## config.mk

```make
export PLATFORM = sky130hd
export DESIGN_NAME = rai_tx_control
export DESIGN_NICKNAME = d
export VERILOG_FILES = /design/src/verilog/rai_pkg.sv /design/src/verilog/frame_timer.sv /design/src/verilog/rai_tx_control.sv
export SDC_FILE = /design/constraint.sdc
export NUM_CORES = 1
export LEC_CHECK = 0
export ABC_AREA = 1
export BUFFER_PORTS_ARGS = -buffer_cell sky130_fd_sc_hd__buf_4
export CORE_ASPECT_RATIO = 0.8
export CORE_MARGIN = 2
export CORE_UTILIZATION = 50
export CTS_BUF_LIST = sky130_fd_sc_hd__clkbuf_16
export DETAILED_ROUTE_END_ITERATION = 8
export PLACE_DENSITY = 0.83
export SLEW_MARGIN = 20
export SYNTH_ARGS = -nofsm -noshare
export SYNTH_HDL_FRONTEND = slang
export SYNTH_HIERARCHICAL = 1
export SYNTH_SLANG_ARGS = --single-unit
```

## constraint.sdc

```tcl
create_clock -name clk -period 2.1 [get_ports clk]
set_clock_uncertainty 0.1 [all_clocks]
set_input_delay 0.525 -clock clk [delete_from_list [all_inputs] [get_ports clk]]
set_output_delay 0.525 -clock clk [all_outputs]
set_load 0.01 [all_outputs]
```

## src/verilog/rai_pkg.sv

```systemverilog
package rai_pkg;

	// Register map, byte addresses
	localparam logic [11:0] ALARM_GEN_CTRL_ADDR = 12'h0108;
	localparam logic [11:0] RAI_STATUS_ADDR     = 12'h010C;

	// Control register fields
	localparam int          ENFORCE_BIT         = 7;
	localparam int          TIMED_ENABLE_BIT    = 6;
	localparam int          FORMAT_HI_BIT       = 5;
	localparam int          FORMAT_LO_BIT       = 4;
	localparam logic [7:0]  CTRL_RESET          = 8'h00;
	localparam logic [7:0]  CTRL_WRITE_MASK     = 8'hF0;

	// Status register fields
	localparam int          STAT_ACTIVE_BIT     = 0;
	localparam int          STAT_HOLD_BIT       = 1;
	localparam int          STAT_GAP_BIT        = 2;

	// Format selector codes
	localparam logic [1:0]  FMT_OFF             = 2'h0;
	localparam logic [1:0]  FMT_BIT2            = 2'h1;
	localparam logic [1:0]  FMT_FS12            = 2'h2;
	localparam logic [1:0]  FMT_ALL_ONES        = 2'h3;

	// Framing select codes from the framing select register
	localparam logic [2:0]  FRAMING_SF          = 3'h5;
	localparam logic [2:0]  FRAMING_N           = 3'h6;

	// AXI responses
	localparam logic [1:0]  RESP_OKAY           = 2'h0;
	localparam logic [1:0]  RESP_DECERR         = 2'h3;

	// Timing: one T1 frame every 125 us, one second minimum
	localparam longint      ONE_SECOND_NS       = 1000000000;
	localparam longint      FRAME_PERIOD_NS     = 125000;
	localparam int          ONE_SECOND_FRAMES   =
		int'((ONE_SECOND_NS + FRAME_PERIOD_NS - 1) / FRAME_PERIOD_NS);
	localparam int          FRAME_CNT_W         = 16;

endpackage

```

## src/verilog/frame_timer.sv

```systemverilog
`timescale 1ns/1ps
// Counts transmit frames from a restart; busy until the span has elapsed
module frame_timer #(
	parameter int unsigned FRAMES = 8000,
	parameter int unsigned WIDTH  = 16
) (
	input  wire logic clk,
	input  wire logic rst_b,
	input  wire logic restart,
	input  wire logic frame_tick,
	output logic      busy,
	output logic      expired
);

	logic [WIDTH-1:0] count_q;
	logic             busy_q;
	logic             expired_q;

	// Restart wins over a tick in the same cycle so a retrigger is never short
	always_ff @(posedge clk or negedge rst_b)
	begin
		if (!rst_b)
		begin
			count_q   <= '0;
			busy_q    <= 1'b0;
			expired_q <= 1'b0;
		end
		else
		begin
			expired_q <= 1'b0;
			if (restart)
			begin
				count_q <= WIDTH'(FRAMES);
				busy_q  <= 1'b1;
			end
			else if (busy_q && frame_tick)
			begin
				count_q <= count_q - WIDTH'(1);
				if (count_q == WIDTH'(1))
				begin
					busy_q    <= 1'b0;
					expired_q <= 1'b1;
				end
			end
		end
	end

	assign busy    = busy_q;
	assign expired = expired_q;

endmodule

```

## src/verilog/rai_tx_control.sv

```systemverilog
`timescale 1ns/1ps
module rai_tx_control #(
	parameter int unsigned ONE_SECOND_FRAMES = rai_pkg::ONE_SECOND_FRAMES
) (
	input  wire logic        clk,
	input  wire logic        rst_b,
	// AXI4-Lite slave
	input  wire logic [11:0] s_axi_awaddr,
	input  wire logic        s_axi_awvalid,
	output logic             s_axi_awready,
	input  wire logic [31:0] s_axi_wdata,
	input  wire logic [3:0]  s_axi_wstrb,
	input  wire logic        s_axi_wvalid,
	output logic             s_axi_wready,
	output logic [1:0]       s_axi_bresp,
	output logic             s_axi_bvalid,
	input  wire logic        s_axi_bready,
	input  wire logic [11:0] s_axi_araddr,
	input  wire logic        s_axi_arvalid,
	output logic             s_axi_arready,
	output logic [31:0]      s_axi_rdata,
	output logic [1:0]       s_axi_rresp,
	output logic             s_axi_rvalid,
	input  wire logic        s_axi_rready,
	// Transmit framer side
	input  wire logic        frame_tick,
	input  wire logic [2:0]  framing_select,
	input  wire logic        t1dm_mode,
	output logic             rai_active,
	output logic             rai_ds0_bit2_force,
	output logic             rai_fs_frame12_force,
	output logic             rai_ybit_force,
	output logic             rai_dl_enable,
	output logic             rai_dl_all_ones
);

	typedef enum logic [1:0] {IDLE, HOLD, RUN, GAP} rai_state_e;

	logic [7:0]  alarm_generation_control_q;
	logic        bvalid_q;
	logic [1:0]  bresp_q;
	logic        rvalid_q;
	logic [31:0] rdata_q;
	logic [1:0]  rresp_q;
	rai_state_e  state_q;
	logic        request_q;
	logic        ds0_q;
	logic        fs12_q;
	logic        ybit_q;
	logic        dl_q;
	logic        dl_ones_q;

	logic        write_take;
	logic        read_take;
	logic        enforce;
	logic        timed_alarm_enable;
	logic [1:0]  rai_format_select;
	logic        request;
	logic        dur_restart;
	logic        gap_restart;
	logic        dur_busy;
	logic        dur_expired;
	logic        gap_busy;
	logic        abort_gap;
	logic        alarm_on;
	logic        esf;
	logic        sf;
	logic        n_mode;
	logic [31:0] status_word;

	assign enforce            = alarm_generation_control_q[rai_pkg::ENFORCE_BIT];
	assign timed_alarm_enable = alarm_generation_control_q[rai_pkg::TIMED_ENABLE_BIT];
	assign rai_format_select  = alarm_generation_control_q[rai_pkg::FORMAT_HI_BIT:
		rai_pkg::FORMAT_LO_BIT];

	// Write address and data are taken together, one write in flight at a time
	assign write_take    = s_axi_awvalid && s_axi_wvalid && !bvalid_q;
	assign s_axi_awready = write_take;
	assign s_axi_wready  = write_take;
	assign read_take     = s_axi_arvalid && !rvalid_q;
	assign s_axi_arready = read_take;

	always_ff @(posedge clk or negedge rst_b)
	begin
		if (!rst_b)
			alarm_generation_control_q <= rai_pkg::CTRL_RESET;
		else if (write_take && s_axi_wstrb[0]
			&& s_axi_awaddr == rai_pkg::ALARM_GEN_CTRL_ADDR)
			alarm_generation_control_q <= s_axi_wdata[7:0] & rai_pkg::CTRL_WRITE_MASK;
	end

	always_ff @(posedge clk or negedge rst_b)
	begin
		if (!rst_b)
		begin
			bvalid_q <= 1'b0;
			bresp_q  <= rai_pkg::RESP_OKAY;
		end
		else if (write_take)
		begin
			bvalid_q <= 1'b1;
			bresp_q  <= (s_axi_awaddr == rai_pkg::ALARM_GEN_CTRL_ADDR
				|| s_axi_awaddr == rai_pkg::RAI_STATUS_ADDR)
				? rai_pkg::RESP_OKAY : rai_pkg::RESP_DECERR;
		end
		else if (s_axi_bready)
			bvalid_q <= 1'b0;
	end

	assign status_word = {29'h0000_0000, state_q == GAP, state_q == HOLD, rai_active};

	always_ff @(posedge clk or negedge rst_b)
	begin
		if (!rst_b)
		begin
			rvalid_q <= 1'b0;
			rdata_q  <= 32'h0000_0000;
			rresp_q  <= rai_pkg::RESP_OKAY;
		end
		else if (read_take)
		begin
			rvalid_q <= 1'b1;
			rresp_q  <= rai_pkg::RESP_OKAY;
			if (s_axi_araddr == rai_pkg::ALARM_GEN_CTRL_ADDR)
				rdata_q <= {24'h00_0000, alarm_generation_control_q};
			else if (s_axi_araddr == rai_pkg::RAI_STATUS_ADDR)
				rdata_q <= status_word;
			else
			begin
				rdata_q <= 32'h0000_0000;
				rresp_q <= rai_pkg::RESP_DECERR;
			end
		end
		else if (s_axi_rready)
			rvalid_q <= 1'b0;
	end

	assign s_axi_bvalid = bvalid_q;
	assign s_axi_bresp  = bresp_q;
	assign s_axi_rvalid = rvalid_q;
	assign s_axi_rdata  = rdata_q;
	assign s_axi_rresp  = rresp_q;

	// Alarm request level from software
	always_comb
	begin
		if (rai_format_select == rai_pkg::FMT_OFF)
			request = 1'b0;
		else if (enforce)
			request = timed_alarm_enable;
		else
			request = 1'b1;
	end

	always_ff @(posedge clk or negedge rst_b)
	begin
		if (!rst_b)
			request_q <= 1'b0;
		else
			request_q <= request;
	end

	// A fresh request edge during an alarm restarts the one-second span
	assign dur_restart = request && ((state_q == IDLE) || (!request_q && state_q != GAP));
	// Gap measured from the end of the alarm, only with the rule on
	assign gap_restart = enforce && !dur_restart && (((state_q == HOLD) && dur_expired
		&& !request) || ((state_q == RUN) && !request) || abort_gap);

	frame_timer #(
		.FRAMES (ONE_SECOND_FRAMES),
		.WIDTH  (rai_pkg::FRAME_CNT_W)
	) u_duration_timer (
		.clk        (clk),
		.rst_b      (rst_b),
		.restart    (dur_restart),
		.frame_tick (frame_tick),
		.busy       (dur_busy),
		.expired    (dur_expired)
	);

	frame_timer #(
		.FRAMES (ONE_SECOND_FRAMES),
		.WIDTH  (rai_pkg::FRAME_CNT_W)
	) u_gap_timer (
		.clk        (clk),
		.rst_b      (rst_b),
		.restart    (gap_restart),
		.frame_tick (frame_tick),
		.busy       (gap_busy),
		.expired    ()
	);

	always_ff @(posedge clk or negedge rst_b)
	begin
		if (!rst_b)
			state_q <= IDLE;
		else if (rai_format_select == rai_pkg::FMT_OFF && state_q != GAP)
			// Turning the selector off aborts at once, even inside the minimum
			state_q <= (state_q == IDLE || !enforce) ? IDLE : GAP;
		else
		begin
			unique case (state_q)
				IDLE:
					if (request)
						state_q <= HOLD;
				HOLD:
					if (dur_restart)
						state_q <= HOLD;
					else if (dur_expired)
						state_q <= request ? RUN : (enforce ? GAP : IDLE);
				RUN:
					if (dur_restart)
						state_q <= HOLD;
					else if (!request)
						state_q <= enforce ? GAP : IDLE;
				GAP:
					// Dropping the rule releases a pending gap
					if (!enforce || (!gap_busy && !gap_restart))
						state_q <= IDLE;
			endcase
		end
	end

	// Gap entry from an abort also needs the gap timer running
	assign abort_gap = enforce && rai_format_select == rai_pkg::FMT_OFF
		&& (state_q == HOLD || state_q == RUN);

	// Pattern follows the state for the whole alarm, so it never drops out at expiry
	assign alarm_on = state_q == HOLD || state_q == RUN;

	assign esf    = !framing_select[2];
	assign sf     = framing_select == rai_pkg::FRAMING_SF;
	assign n_mode = framing_select == rai_pkg::FRAMING_N && !t1dm_mode;

	// Format outputs follow the live selector and framing mode
	always_ff @(posedge clk or negedge rst_b)
	begin
		if (!rst_b)
		begin
			ds0_q     <= 1'b0;
			fs12_q    <= 1'b0;
			ybit_q    <= 1'b0;
			dl_q      <= 1'b0;
			dl_ones_q <= 1'b0;
		end
		else
		begin
			ds0_q     <= alarm_on && (sf || n_mode) && rai_format_select[0];
			fs12_q    <= alarm_on && sf && rai_format_select == rai_pkg::FMT_FS12;
			ybit_q    <= alarm_on && t1dm_mode && framing_select == rai_pkg::FRAMING_N;
			dl_q      <= alarm_on && esf;
			dl_ones_q <= alarm_on && esf && rai_format_select == rai_pkg::FMT_ALL_ONES;
		end
	end

	assign rai_active           = state_q == HOLD || state_q == RUN;
	assign rai_ds0_bit2_force   = ds0_q;
	assign rai_fs_frame12_force = fs12_q;
	assign rai_ybit_force       = ybit_q;
	assign rai_dl_enable        = dl_q;
	assign rai_dl_all_ones      = dl_ones_q;

endmodule

```

==> impl_metrics.env <==
export IMPL_status="complete, no violations"
export IMPL_finalHoldViolCount=0
export IMPL_die_x_um=98.29
export IMPL_worstSetupEndpointType="output port"
export IMPL_period_needed_ps=2041
export IMPL_slowest_stage="dfrtp_2"
export IMPL_cts_buffer_depth=2
export IMPL_power_leakage_nw=2.228
export IMPL_cap_viol_max_count=0
export IMPL_cts_setup_buffers=0
export IMPL_port_buffers=62
export IMPL_clkLatencyLatePin_ps=330
export IMPL_path_class="flip-flop to output port"
export IMPL_maxSlewViolCount=0
export IMPL_crit_top_cell="buf_4"
export IMPL_htree_levels=3
export IMPL_gp_congestion=0.8870
export IMPL_drtPass1Iterations=4
export IMPL_cts_tree="yes"
export IMPL_overflow=0
export IMPL_setup_viol=0
export IMPL_pre_cts_ws_ps=58.19
export IMPL_layoutNonFillerInstCount=636
export IMPL_p_per_area_mw_per_mm2=820.0
export IMPL_critPathRequiredTime_ps=1470
export IMPL_path_cells="inv_1 -> ha_1 -> buf_4 -> buf_4"
export IMPL_grt_pass1_vias=3007
export IMPL_avgRoutedWirePerCell_um=11.79
export IMPL_slowest_delay_ps=440
export IMPL_holdBufCountCts=0
export IMPL_final_cell_area_mm2=0.004349
export IMPL_fin_crit_sh=0.9719
export IMPL_fin_nets=626
export IMPL_antenna_found_initial=0
export IMPL_antenna_cells=0
export IMPL_hold_class="input port to async pin"
export IMPL_peakVddDrop_mv=0.5378
export IMPL_pin_count=119
export IMPL_final_core_util=0.6311
export IMPL_max_freq_ghz=0.4900
export IMPL_grt_usage=0.2052
export IMPL_drc=0
export IMPL_drt_wl_total_um=7498
export IMPL_clk_pin_slew_ps=50
export IMPL_rows=27
export IMPL_worstSetupStartpointType="flip-flop"
export IMPL_vias_per_cell=4.984
export IMPL_filler_cell_count=586
export IMPL_clock_sink_count=58
export IMPL_place_hpwl_um=5578
export IMPL_die_area_mm2=0.007807
export IMPL_ant_nets=0
export IMPL_syn_avg_cell_area_um2=7.550
export IMPL_yosys_warnings=6
export IMPL_postSynthCellCount=471
export IMPL_worstPathArrival_ps=1420
export IMPL_numCtsBuffers=9
export IMPL_crit_fanout=5
export IMPL_rsz0062_at_grt="no"
export IMPL_drive_gt1_frac=0.2240
export IMPL_cts_resized_gates=0
export IMPL_drtIter0Drc=100
export IMPL_grt_start_max_net_pins=35
export IMPL_root_buffer="clkbuf_16"
export IMPL_die_height_um=79.43
export IMPL_via_count=3170
export IMPL_setup_tns_final_ps=0
export IMPL_setup_ws_ps=59.06
export IMPL_grt_pass1_wl_um=12870
export IMPL_place_area_mm2=0.004056
export IMPL_syn_area_mm2=0.003556
export IMPL_core_mm2=0.006892
export IMPL_initial_core_util=0.5160
export IMPL_area_growth_pct=22.31
export IMPL_dp_cells=620
==> sequential cells by signal (all words and copies together) (netlist names) <==
name and cells:
u_gap_timer/count_q 16, state_q 2, s_axi_rvalid 1, u_duration_timer/expired 1, u_duration_timer/busy 1, rai_fs_frame12_force 1, rai_dl_all_ones 1, s_axi_rdata 7
rai_dl_enable 1, rai_ybit_force 1, u_duration_timer/count_q 16, u_gap_timer/busy 1, s_axi_bvalid 1, s_axi_bresp 1, s_axi_rresp 1, rai_ds0_bit2_force 1
request_q 1, alarm_generation_control_q 4
==> area by class of cell <==
type                    instances  area, µm²  share of cell area
repair buffers                 69      530.5              0.1220
multi-input cells             326       1670              0.3841
inverters                      80      300.3             0.06904
clock buffers                   9      225.2             0.05178
well taps                      87      108.9             0.02503
flip-flops and latches         58       1454              0.3343
clock inverters                 7      60.06             0.01381
==> where the power goes <==
group	total, mW	switching [mW]	internal (mW)
sequential	1.46	0.181	1.28
clock	1.40	0.502	0.902
combinational	0.704	0.428	0.276
total	3.57	1.11	2.46
==> placed cells by master (no fill, tap or decap), types with 7 or more instances in the layout <==
cell,count
nand2_1,91
inv_1,75
buf_4,68
dfrtp_1,56
nor2_1,54
nand3_1,37
conb_1,25
o21ai_0,21
a21oi_1,14
nor2_4,10
nor2_2,9
nand2_2,9
ha_1,9
clkbuf_16,9
nand3b_1,8
nand4_1,8
o21ai_1,7
==> layer usage <==
metal  wire length, µm  vias to the layer above  GRT usage
met2              3683                       84     0.3558
met4                69                        0    0.04795
met3               429                        7    0.06918
li1                  -                     1580          -
met5                 0                        -          0
met1              3315                     1499     0.2493
==> critical path, delay by kind of cell (launching register included) <==
kind                     cells  cell delay (ps)
flip-flops                   1              440
buffers and inverters        3              410
adder cells (fa/ha/maj)      1              250
==> path summary, 6_finish.rpt <==
kind / from / endpoint / slack (ps) / cells past startpoint
min in group clk: framing_select[2] / rai_dl_enable$_DFF_PN0_ / 280 / 2
hold / removal: rst_b / u_gap_timer/count_q[5]$_DFFE_PN0P_ / 50 / 1
setup reg to reg: state_q[0]$_DFFE_PN0P_ / u_gap_timer/count_q[12]$_DFFE_PN0P_ / 210 / 13
hold reg to reg: u_gap_timer/count_q[12]$_DFFE_PN0P_ / u_gap_timer/count_q[12]$_DFFE_PN0P_ / 380 / 2
setup / recovery: state_q[1]$_DFFE_PN0P_ / rai_active / 60 / 4
max in group asynchronous: rst_b / rai_fs_frame12_force$_DFF_PN0_ / 1360 / 2
==> stage by stage <==
stage / power [mW] / hold WS, ps
4_1_cts: 3.586 / 56.67
2_1_floorplan: 1.975 / 129.4
6_report: 3.566 / 51.31
3_5_place_dp: 2.175 / 376.7
3_3_place_gp: 2.133 / 369.5
5_1_grt: 3.767 / 80.88
Power figures use the tool's default switching activity.
